**src/pulse_reference_pkg.sv**
```systemverilog
// constants for the pulse reference decoder: register map, field layout,
// reset values and code points of the configuration fields.
// assumes a 16-bit register port with a 4-bit word address.
package pulse_reference_pkg;

	// register word addresses
	localparam logic [3:0]  ADDR_CFG          = 4'h0;
	localparam logic [3:0]  ADDR_LIMIT        = 4'h1;
	localparam logic [3:0]  ADDR_CFG_ACTIVE   = 4'h2;
	localparam logic [3:0]  ADDR_LIMIT_ACTIVE = 4'h3;
	localparam logic [3:0]  ADDR_DEV_LO       = 4'h4;
	localparam logic [3:0]  ADDR_DEV_HI       = 4'h5;

	// reset values
	localparam logic [15:0] CFG_RESET   = 16'h0000;
	localparam logic [15:0] LIMIT_RESET = 16'hffff;
	localparam logic [31:0] DEV_RESET   = 32'h0000_0000;

	// nibble positions inside pulse_input_configuration
	localparam int          POS_FORM   = 0;
	localparam int          POS_CLEAR  = 4;
	localparam int          POS_OP     = 8;
	localparam int          POS_FILTER = 12;

	// pulse form codes
	localparam logic [3:0]  FORM_SIGN_POS = 4'h0;
	localparam logic [3:0]  FORM_CWCCW_POS = 4'h1;
	localparam logic [3:0]  FORM_QUAD_X1  = 4'h2;
	localparam logic [3:0]  FORM_QUAD_X2  = 4'h3;
	localparam logic [3:0]  FORM_QUAD_X4  = 4'h4;
	localparam logic [3:0]  FORM_SIGN_NEG = 4'h5;
	localparam logic [3:0]  FORM_CWCCW_NEG = 4'h6;

	// clear signal form codes
	localparam logic [3:0]  CLR_HIGH    = 4'h0;
	localparam logic [3:0]  CLR_RISE    = 4'h1;
	localparam logic [3:0]  CLR_LOW     = 4'h2;
	localparam logic [3:0]  CLR_FALL    = 4'h3;

	// clear operation codes
	localparam logic [3:0]  OP_BASEBLOCK = 4'h0;
	localparam logic [3:0]  OP_NONE      = 4'h1;
	localparam logic [3:0]  OP_ALARM     = 4'h2;

	// number of filtered pins: phase a, phase b, clear
	localparam int          NUM_PINS = 3;

endpackage : pulse_reference_pkg

```
**src/pin_filter.sv**
```systemverilog
// three-stage input synchroniser with agreement filter for one pin.
// assumes the pin is asynchronous to clk; output changes only when the
// second and third stages agree.
`timescale 1ns/1ps
`default_nettype none
module pin_filter (
	// clock, reset, enable
	input  wire logic clk,
	input  wire logic rstn,
	input  wire logic ce,
	// raw pin and filtered level
	input  wire logic pin,
	output logic      level
);

	typedef struct packed {
		logic s1;
		logic s2;
		logic s3;
		logic level;
	} filt_t;

	filt_t cur;
	filt_t next_cur;

	// shift the pin in; s1 feeds only s2
	always_comb begin
		next_cur = cur;
		if (ce) begin
			next_cur.s1 = pin;
			next_cur.s2 = cur.s1;
			next_cur.s3 = cur.s2;
			if (cur.s2 == cur.s3) begin
				next_cur.level = cur.s3;
			end
		end
	end

	// state register
	always_ff @(posedge clk or negedge rstn) begin
		if (!rstn) begin
			cur <= '0;
		end else begin
			cur <= next_cur;
		end
	end

	assign level = cur.level;

endmodule : pin_filter
`default_nettype wire

```
**src/pulse_reference_decoder.sv**
```systemverilog
// pulse reference decoder: turns a reference pulse train into position
// increments and keeps the position deviation counter.
// assumes servo_on, alarm, restart and feedback come from clk-domain logic;
// pulse and clear pins are asynchronous and are filtered here.
//
// Function
// - quadrature x1: one count per full cycle, phase order sets direction
// - quadrature x2: two counts per cycle, direction from phase relation
// - quadrature x4: count every edge of both phases
// - clear form 0: deviation held at zero while clear input is high
// - operation 0: zero deviation while power stage blocked (servo off/alarm)
// - operation 1: keep deviation, cleared only by the clear input
// - operation 2: zero deviation on alarm only, not on servo off
// - multiturn limit 0..65535, default 65535, applied only after restart
`timescale 1ns/1ps
`default_nettype none
module pulse_reference_decoder (
	// clock, reset, enable
	input  wire logic        clk,
	input  wire logic        rstn,
	input  wire logic        ce,
	// register port
	input  wire logic [3:0]  addr,
	input  wire logic [15:0] wdata,
	input  wire logic        wr,
	input  wire logic        rd,
	output logic      [15:0] rdata,
	// reference pins from the host controller
	input  wire logic        pulse_a,
	input  wire logic        pulse_b,
	input  wire logic        deviation_clear_input,
	// drive status and feedback
	input  wire logic        servo_on,
	input  wire logic        alarm,
	input  wire logic        restart,
	input  wire logic        fb_pulse,
	input  wire logic        fb_dir,
	// decoded outputs
	output logic             ref_inc_pulse,
	output logic             ref_inc_dir,
	output logic      [31:0] position_deviation,
	output logic      [15:0] revolution_limit
);

	typedef struct packed {
		logic [15:0] cfg_w;   // written configuration
		logic [15:0] lim_w;   // written limit
		logic [15:0] cfg;     // active configuration
		logic [15:0] lim;     // active limit
		logic        prev_a;
		logic        prev_b;
		logic        prev_clr;
		logic [31:0] dev;
		logic        inc_pulse;
		logic        inc_dir;
		logic [15:0] rdata;
	} state_t;

	state_t cur;
	state_t next_cur;

	// nibble extract, used for the form, clear form and clear operation fields
	function automatic logic [3:0] field(input logic [15:0] v,
		input int pos);
		field = v[pos +: 4];
	endfunction : field

	// filtered pins
	logic [pulse_reference_pkg::NUM_PINS-1:0] pin_raw;
	logic [pulse_reference_pkg::NUM_PINS-1:0] pin_lvl;
	assign pin_raw = {deviation_clear_input, pulse_b, pulse_a};

	genvar gi;
	generate
		for (gi = 0; gi < pulse_reference_pkg::NUM_PINS; gi++) begin : g_pin
			pin_filter u_filt (
				.clk   (clk),
				.rstn  (rstn),
				.ce    (ce),
				.pin   (pin_raw[gi]),
				.level (pin_lvl[gi])
			);
		end
	endgenerate

	// configuration fields
	logic [3:0] form;
	logic [3:0] clr_form;
	logic [3:0] clr_op;
	assign form     = field(cur.cfg, pulse_reference_pkg::POS_FORM);
	assign clr_form = field(cur.cfg, pulse_reference_pkg::POS_CLEAR);
	assign clr_op   = field(cur.cfg, pulse_reference_pkg::POS_OP);

	// polarity: negative logic forms invert both phases
	logic neg;
	logic pa;
	logic pb;
	logic pclr;
	assign neg  = (form == pulse_reference_pkg::FORM_SIGN_NEG) ||
		(form == pulse_reference_pkg::FORM_CWCCW_NEG);
	assign pa   = pin_lvl[0] ^ neg;
	assign pb   = pin_lvl[1] ^ neg;
	assign pclr = pin_lvl[2];

	// edge terms
	logic a_rise;
	logic b_rise;
	logic a_chg;
	logic b_chg;
	assign a_rise = pa && !cur.prev_a;
	assign b_rise = pb && !cur.prev_b;
	assign a_chg  = pa != cur.prev_a;
	assign b_chg  = pb != cur.prev_b;

	// increment decode by pulse form
	logic inc_now;
	logic inc_fwd;
	always_comb begin
		inc_now = 1'b0;
		inc_fwd = 1'b0;
		case (form)
			pulse_reference_pkg::FORM_SIGN_POS,
			pulse_reference_pkg::FORM_SIGN_NEG: begin
				inc_now = a_rise;
				inc_fwd = !pb;                           // sign low: forward
			end
			pulse_reference_pkg::FORM_CWCCW_POS,
			pulse_reference_pkg::FORM_CWCCW_NEG: begin
				inc_now = a_rise ^ b_rise;
				inc_fwd = a_rise;
			end
			pulse_reference_pkg::FORM_QUAD_X1: begin
				inc_now = a_rise && !b_chg;
				inc_fwd = !pb;                           // a leads b
			end
			pulse_reference_pkg::FORM_QUAD_X2: begin
				inc_now = a_chg && !b_chg;
				inc_fwd = pa ^ pb;
			end
			pulse_reference_pkg::FORM_QUAD_X4: begin
				inc_now = a_chg ^ b_chg;
				inc_fwd = cur.prev_a == pb;
			end
			default: begin
				inc_now = 1'b0;                          // unused codes
				inc_fwd = 1'b0;
			end
		endcase
	end

	// clear request from the clear input
	logic clr_pin;
	always_comb begin
		case (clr_form)
			pulse_reference_pkg::CLR_HIGH: clr_pin = pclr;
			pulse_reference_pkg::CLR_RISE: clr_pin = pclr && !cur.prev_clr;
			pulse_reference_pkg::CLR_LOW:  clr_pin = !pclr;
			pulse_reference_pkg::CLR_FALL: clr_pin = !pclr && cur.prev_clr;
			default:                       clr_pin = 1'b0;
		endcase
	end

	// clear request from drive status
	logic clr_stat;
	always_comb begin
		case (clr_op)
			pulse_reference_pkg::OP_BASEBLOCK: clr_stat = !servo_on || alarm;
			pulse_reference_pkg::OP_ALARM:     clr_stat = alarm;
			default:                           clr_stat = 1'b0;
		endcase
	end

	logic clr_req;
	assign clr_req = clr_pin || clr_stat;

	// net deviation step: reference adds, feedback subtracts
	logic [31:0] dev_step;
	always_comb begin
		dev_step = cur.dev;
		if (inc_now) begin
			dev_step = inc_fwd ? dev_step + 32'h0000_0001 :
				dev_step - 32'h0000_0001;
		end
		if (fb_pulse) begin
			dev_step = fb_dir ? dev_step - 32'h0000_0001 :
				dev_step + 32'h0000_0001;
		end
	end

	// next state
	always_comb begin
		next_cur = cur;
		if (ce) begin
			next_cur.prev_a    = pa;
			next_cur.prev_b    = pb;
			next_cur.prev_clr  = pclr;
			next_cur.inc_pulse = inc_now;
			next_cur.inc_dir   = inc_fwd;
			next_cur.dev       = clr_req ? pulse_reference_pkg::DEV_RESET :
				dev_step;
			// register writes land in the shadow copies
			if (wr) begin
				case (addr)
					pulse_reference_pkg::ADDR_CFG:   next_cur.cfg_w = wdata;
					pulse_reference_pkg::ADDR_LIMIT: next_cur.lim_w = wdata;
					default: ;
				endcase
			end
			// shadow copies take effect only at restart
			if (restart) begin
				next_cur.cfg = cur.cfg_w;
				next_cur.lim = cur.lim_w;
			end
			// read data stands in the cycle after the strobe only
			next_cur.rdata = 16'h0000;
			if (rd) begin
				case (addr)
					pulse_reference_pkg::ADDR_CFG:
						next_cur.rdata = cur.cfg_w;
					pulse_reference_pkg::ADDR_LIMIT:
						next_cur.rdata = cur.lim_w;
					pulse_reference_pkg::ADDR_CFG_ACTIVE:
						next_cur.rdata = cur.cfg;
					pulse_reference_pkg::ADDR_LIMIT_ACTIVE:
						next_cur.rdata = cur.lim;
					pulse_reference_pkg::ADDR_DEV_LO:
						next_cur.rdata = cur.dev[15:0];
					pulse_reference_pkg::ADDR_DEV_HI:
						next_cur.rdata = cur.dev[31:16];
					default:
						next_cur.rdata = 16'h0000;
				endcase
			end
		end
	end

	// state register
	always_ff @(posedge clk or negedge rstn) begin
		if (!rstn) begin
			cur       <= '0;
			cur.cfg_w <= pulse_reference_pkg::CFG_RESET;
			cur.cfg   <= pulse_reference_pkg::CFG_RESET;
			cur.lim_w <= pulse_reference_pkg::LIMIT_RESET;
			cur.lim   <= pulse_reference_pkg::LIMIT_RESET;
			cur.dev   <= pulse_reference_pkg::DEV_RESET;
		end else begin
			cur <= next_cur;
		end
	end

	// outputs straight from flops
	assign rdata              = cur.rdata;
	assign ref_inc_pulse      = cur.inc_pulse;
	assign ref_inc_dir        = cur.inc_dir;
	assign position_deviation = cur.dev;
	assign revolution_limit   = cur.lim;
endmodule : pulse_reference_decoder
`default_nettype wire

```
**config.mk**
```make
export PLATFORM = sky130hd
export DESIGN_NAME = pulse_reference_decoder
export DESIGN_NICKNAME = d
export VERILOG_FILES = /design/src/pulse_reference_pkg.sv /design/src/pin_filter.sv /design/src/pulse_reference_decoder.sv
export SDC_FILE = /design/constraint.sdc
export NUM_CORES = 1
export LEC_CHECK = 0
export BUFFER_PORTS_ARGS = -buffer_cell sky130_fd_sc_hd__buf_2
export CAP_MARGIN = 25
export CORE_MARGIN = 2
export CORE_UTILIZATION = 55
export DETAILED_ROUTE_END_ITERATION = 6
export GPL_ROUTABILITY_DRIVEN = 0
export MAX_ROUTING_LAYER = met4
export PLACE_DENSITY_LB_ADDON = 0.12
export SLEW_MARGIN = 20
export SYNTH_ARGS = -nofsm -noshare
export SYNTH_HDL_FRONTEND = slang
export SYNTH_SLANG_ARGS = --single-unit
```
**constraint.sdc**
```tcl
create_clock -name clk -period 16.7 [get_ports clk]
set_input_delay 0.835 -clock clk [delete_from_list [all_inputs] [get_ports clk]]
set_output_delay 0.835 -clock clk [all_outputs]
set_load 0.01 [all_outputs]
```
## Word-level counts from Yosys, hierarchy flattened

Cells that the tools add are included.

| storage, ports and cells | value |
|---|---|
| bits in latches | 0 |
| output and inout bits | 66 |
| memories | 0 |
| logic and storage cells | 93 |
| register bits after elaboration | 129 |
| memory bits (writable) | 0 |
| input port bits | 33 |
| ROM bits | 0 |

| operators by class | value |
|---|---|
| mux-type cells | 11 |
| bitwise operators | 5 |
| order comparisons | 0 |
| add/sub/neg operators | 4 |
| shifts and indexed selects | 0 |
| multiply operators | 0 |
| reduce and logical (&&, ||, !) cells | 29 |
| eq/ne operators | 21 |
| div/mod/pow operators | 0 |

Operator list:

| kind | number |
|---|---|
| 32-bit 2-to-1 mux | 5 |
| 16-bit one-hot mux with 6 select lines | 1 |
| 32-bit by 1-bit adder with 32-bit output, second input constant | 2 |
| 32-bit by 1-bit subtractor with 32-bit output, second input constant | 2 |
| 4-bit by 2-bit equality test with 1-bit output, second input constant | 7 |
| 4-bit by 3-bit equality test with 1-bit output, second input constant | 5 |
| 4-bit logical NOT | 4 |
| 16-bit 2-to-1 mux | 1 |
| 4-bit by 1-bit equality test with 1-bit output, second input constant | 3 |
| 1-bit one-hot mux with 4 select lines | 2 |
| 2-bit AND reduction | 4 |
| 1-bit logical NOT | 7 |
| 1-bit logical AND | 6 |
| 3-bit AND reduction | 2 |
| 1-bit one-hot mux with 5 select lines | 1 |
| 1-bit bitwise XOR | 5 |
| 1-bit equality test | 4 |
| 2-bit OR reduction | 2 |
| 1-bit logical OR | 3 |
| 3-bit OR reduction | 1 |
| 1-bit != test | 2 |
| 1-bit one-hot mux with 2 select lines | 1 |

## Logic depth before layout (Yosys ltp)

| logic depth | value |
|---|---|
| depth in word-level cells | 12 |
| depth in mapped cells | 34 |
| mapped depth without buffers | 33 |

## Modules after synthesis

From an unflattened synthesis, not the netlist that was laid out.

| unflattened totals | value |
|---|---|
| cells, all modules | 1,098 |
| area, all modules | 10,139.7 um^2 |

Modules (own cells, without submodules):

| module | times used | area each (um^2) | cells an instance | sequential area each (um^2) |
|---|---|---|---|---|
| pulse_reference_decoder | 1 | 9,674.3 | 1,062 | 2,967.8 |
| pin_filter | 3 | 155.1 | 12 | 100.1 |

## Least setup slack after synthesis

OpenSTA, ideal clock, no wires.

| timing path | value |
|---|---|
| kind | register to register |
| start point | register cur[69] in the netlist's numbering |
| end point | register cur (netlist bit position_deviation[31]) |
| path buffers | 1 |
| clock period less this slack | 6.710 ns |
| required time | 16.582 ns |
| library setup time | 0.118 ns |
| cell stages (with the launch flop) | 33 |
| slack | 9.990 ns |
| arrival | 6.592 ns |
| path through | dfrtp_1 buf_6 nand2b_1 nor2b_1 nor3b_1 xnor2_1 ha_1 o22ai_1 o32ai_1 nor2_1 nor2_1 inv_1 ha_1 a21o_1 a21oi_1 a31oi_1 nor2_2 o211ai_2 a31o_1 a21o_1 a21oi_2 o21bai_1 and4_1 or3_1 ha_1 a21oi_1 o21ai_0 a221o_1 or2_1 a41oi_2 mux2i_1 a22oi_1 a21o_1 |

| on the way | value |
|---|---|
| elaborated cells between the ends (all ways) | 34 |
| those cells by class | add/sub (2); eq/ne (9); mux (7); bitwise (5); reduce/logical (11) |

RTL lines:

| what | line | RTL |
|---|---|---|
| start: declaration | pulse_reference_decoder.sv:59 | `state_t cur;` |
| start signal: assignment | pulse_reference_decoder.sv:247 | `cur <= next_cur;` |
| 4-bit by 3-bit equality test with 1-bit output (on tied branches) | pulse_reference_decoder.sv:99, pulse_reference_decoder.sv:100 |  |
| 1-bit logical OR * | pulse_reference_decoder.sv:99 | `assign neg = (form == pulse_reference_pkg::FORM_SIGN_NEG) \|\|` |
| 1-bit bitwise XOR * | pulse_reference_decoder.sv:101 | `assign pa = pin_lvl[0] ^ neg;` |
| named net pa | pulse_reference_decoder.sv:96 | `logic pa;` |
| 1-bit != test (tied with other cells) | pulse_reference_decoder.sv:112 | `assign a_chg = pa != cur.prev_a;` |
| 1-bit bitwise XOR (tied with other cells) | pulse_reference_decoder.sv:141 | `inc_now = a_chg ^ b_chg;` |
| 1-bit one-hot mux with 5 select lines / 32-bit 2-to-1 mux (equally long branches) | pulse_reference_decoder.sv:121, pulse_reference_decoder.sv:181 |  |
| 32-bit 2-to-1 mux * | pulse_reference_decoder.sv:180 | `if (inc_now) begin` |
| 32-bit by 1-bit adder with 32-bit output / 32-bit by 1-bit subtractor with 32-bit output (equally long branches) | pulse_reference_decoder.sv:186, pulse_reference_decoder.sv:185 |  |
| 32-bit 2-to-1 mux | pulse_reference_decoder.sv:185 | `dev_step = fb_dir ? dev_step - 32'h0000_0001 :` |
| 32-bit 2-to-1 mux * | pulse_reference_decoder.sv:184 | `if (fb_pulse) begin` |
| 32-bit 2-to-1 mux * | pulse_reference_decoder.sv:199 | `next_cur.dev = clr_req ? pulse_reference_pkg::DEV_RESET :` |

The timed path passes the listed nets; every way through them passes the cells marked *.
A chain may end at the register's enable or synchronous reset.

## Worst setup path after layout

Same ends and word-level chain as after synthesis.

==> flow_metrics.py <==
metrics = {
    "placed_design": {
        "place_hpwl_microns": 19000,
        "port_buffers": 98,
    },
    "setup_path": {
        "worstSetupEndpointType": "flip-flop",
        "cp.arrival_ps": 7500,
        "crit_type": "flip-flop to flip-flop",
        "crit_slowest_cell": "dfrtp_1",
        "start_kind": "flip-flop",
        "required_ps": 17020,
        "r2r_cells": 32,
        "crit_fanout": 37,
        "crit_path_max_incr_delay_ps": 450,
    },
    "grt": {
        "grt_overflow": 0,
        "grt.total_usage_pct": 29.2,
        "antenna_found_initial": 0,
        "grt_pass1_vias": 7929,
        "grt_pass1_wl_microns": 42900,
        "grt_max_degree": 74,
    },
    "timing": {
        "fmax_ghz": 0.139,
        "grt_setup_unrepaired": "false",
        "period_share_pct": 43.0,
        "finalHoldViolCount": 0,
        "worst_pin_slew_ps": 982,
        "slew_headroom_pct": 34.5,
        "setup_viol": 0,
        "fin_hold_ws_ps": 384,
        "finalCriticalPeriod_ps": 7180,
        "drv_slew": 0,
        "skew_ps": 9.38,
        "fin_tns_setup_ps": 0,
    },
    "routing": {
        "num_vias": 8135,
        "postRouteAntennaNets": 0,
        "vias_per_cell": 6.15,
        "wirelength_microns": 27100,
        "wl_per_cell_microns": 20.5,
        "drtIter0Drc": 482,
        "drc": 0,
        "dr.pass1.iters": 5,
    },
    "final_layout": {
        "mostFrequentLayoutCells": "nand2_1 (104), dfrtp_1 (97), buf_2 (97)",
        "multiInputGateArea_sq_mm": 0.00586,
        "drive_gt1_share_pct": 25.0,
        "fillCellCount": 1560,
        "n_antenna_cell": 0,
        "finalNetCount": 1187,
        "final-seq-area_sq_mm": 0.00327,
        "final_common_cell": "nand2_1",
        "area_delta_synth_final_pct": 8.85,
    },
    "pwr": {
        "p_per_area_mw_per_mm2": 228,
        "finalPower_mw": 2.45,
        "p_leak_nw": 5.07,
        "ir_drop_v": 0.000145,
    },
    "clock_tree": {
        "post_cts_buffers": 0,
        "cts_tree": "built",
        "htreeDepth": 4,
        "insertion_delay_ps": 420,
        "clk_path_buf_depth": 2,
        "numCtsBuffers": 17,
        "clock_sinks": 129,
        "clkTransAtPathRegs_ps": 60,
        "root_buffer": "clkbuf_16",
        "ctsHoldBuffers": 0,
        "post_cts_resized": 0,
    },
    "floorplan": {
        "fp.dieArea_sq_mm": 0.0191,
        "fp.coreArea_sq_mm": 0.0178,
        "rows": 49,
        "die_h_microns": 138,
        "start_util_pct": 55.6,
        "die-width_microns": 138,
        "pin_count": 99,
    },
    "job": {
        "cap_violations": 0,
    },
    "yosys": {
        "syn_area_sq_mm": 0.00988,
        "synthSimpleGateAreaFrac_pct": 11.9,
        "synth_compound_area_share_pct": 23.3,
        "yosys.area.top_type": "dfrtp_1",
        "synth_xor_area_share_pct": 4.79,
        "synth_area_leaders": "dfrtp_1 (25%), ha_1 (9.0%), dfstp_2 (8.5%), mux2_2 (8.3%), buf_4 (4.9%)",
        "ys_ff_latch": 129,
        "yosys_warnings": 0,
        "synth_adder_area_share_pct": 9.39,
        "synth_seq_area_share_pct": 33.1,
        "synth_cell_type_count": 77,
        "synthCells": 1057,
        "synthMuxAreaShare_pct": 9.48,
        "syn_nets": 1163,
        "synth_edf_count": 0,
        "yosysTopAreaCellShare_pct": 24.6,
        "async_flop_share_pct": 100,
        "synth_top_family_by_area": "compound AO/OA/AOI/OAI gates",
        "synthFlopType": "dfrtp_1",
        "syn_avg_cell_area_sq_um": 9.35,
    },
    "worst_hold_path": {
        "hp-class": "input pin to async pin",
    },
    "run_status": {
        "status": "finished clean",
    },
}
==> registers in the layout (all words and copies together) (netlist names) <==
name,count
clr_op,4
ref_inc_pulse,1
clr_form,4
cur,43
rdata,16
revolution_limit,16
g_pin.u_filt.level,3
g_pin.u_filt.cur,9
ref_inc_dir,1
position_deviation,32
==> layout make-up <==
| type | count | share of cell area [%] |
|---|---|---|
| multi-input cells | 784 | 54.5 |
| flip-flops and latches | 129 | 30.4 |
| repair buffers | 111 | 5.52 |
| clock buffers | 19 | 4.21 |
| well taps | 229 | 2.66 |
| clock inverters | 13 | 1.43 |
| inverters | 38 | 1.33 |
==> routing by layer <==
metal  part of all wire, %  GRT usage (%)
met1                    45           38.3
met2                    48           46.8
met4                   2.0           7.68
met3                   5.3           5.40
met5                     0              -
==> final timing paths <==
check,from,slack (ps),to
setup / recovery,cur[69]$_DFFE_PN0P_,9520,position_deviation[31]$_DFFE_PN0P_
hold / removal,rstn,380,position_deviation[6]$_DFFE_PN0P_
setup reg to reg,cur[69]$_DFFE_PN0P_,9520,position_deviation[31]$_DFFE_PN0P_
hold reg to reg,rdata[15]$_DFFE_PN0P_,480,rdata[15]$_DFFE_PN0P_
max in group asynchronous,rstn,14960,cur[104]$_DFFE_PN0P_
min in group clk,rdata[15]$_DFFE_PN0P_,480,rdata[15]$_DFFE_PN0P_
==> where the power goes <==
part           leakage (nW)  internal, mW  switching [mW]
Clock                 0.284         0.230           0.156
Combinational          3.19         0.650           0.886
Sequential             1.59         0.404           0.124
==> synthesized netlist by cell type, types with 29 or more instances <==
cell	n
nand2_1	104
dfrtp_1	97
mux2_2	73
ha_1	71
a21oi_1	65
buf_4	65
o21ai_0	43
nor2_1	42
inv_1	36
xnor2_1	34
a21o_1	33
a22oi_1	33
dfstp_2	32
o2bb2ai_1	30
clkbuf_1	29
o21ai_1	29
==> kinds of logic (layout without fill, tap and decap cells) <==
kind of cell	count (synthesis)	count (layout)
flops	129	129
fa+ha+maj	73	73
mux	84	84
buf+inv	144	181
xor+xnor	54	54
simple gates	239	239
compound gates	334	334
==> metrics by stage <==
stage | setup slack, ps | util [%] | instances | area (sq um)
CTS | 9610 | 60.5 | 1323 | 10800
global placement | 9810 | 57.1 | 1291 | 10200
detailed placement | 9640 | 57.1 | 1291 | 10200
finish | 9520 | 60.5 | 1323 | 10800
floorplan | 9990 | - | 1057 | 9880
global route | 9010 | 60.5 | 1323 | 10800
==> critical path, delay by kind of cell, from the launching register on <==
kind,cells,cell delay (ps)
compound gates,16,2970
xor+xnor,1,200
fa+ha+maj,3,940
buf+inv,2,330
flops,1,450
mux,1,310
simple gates,9,1870
(Power assumes the default switching activity.)
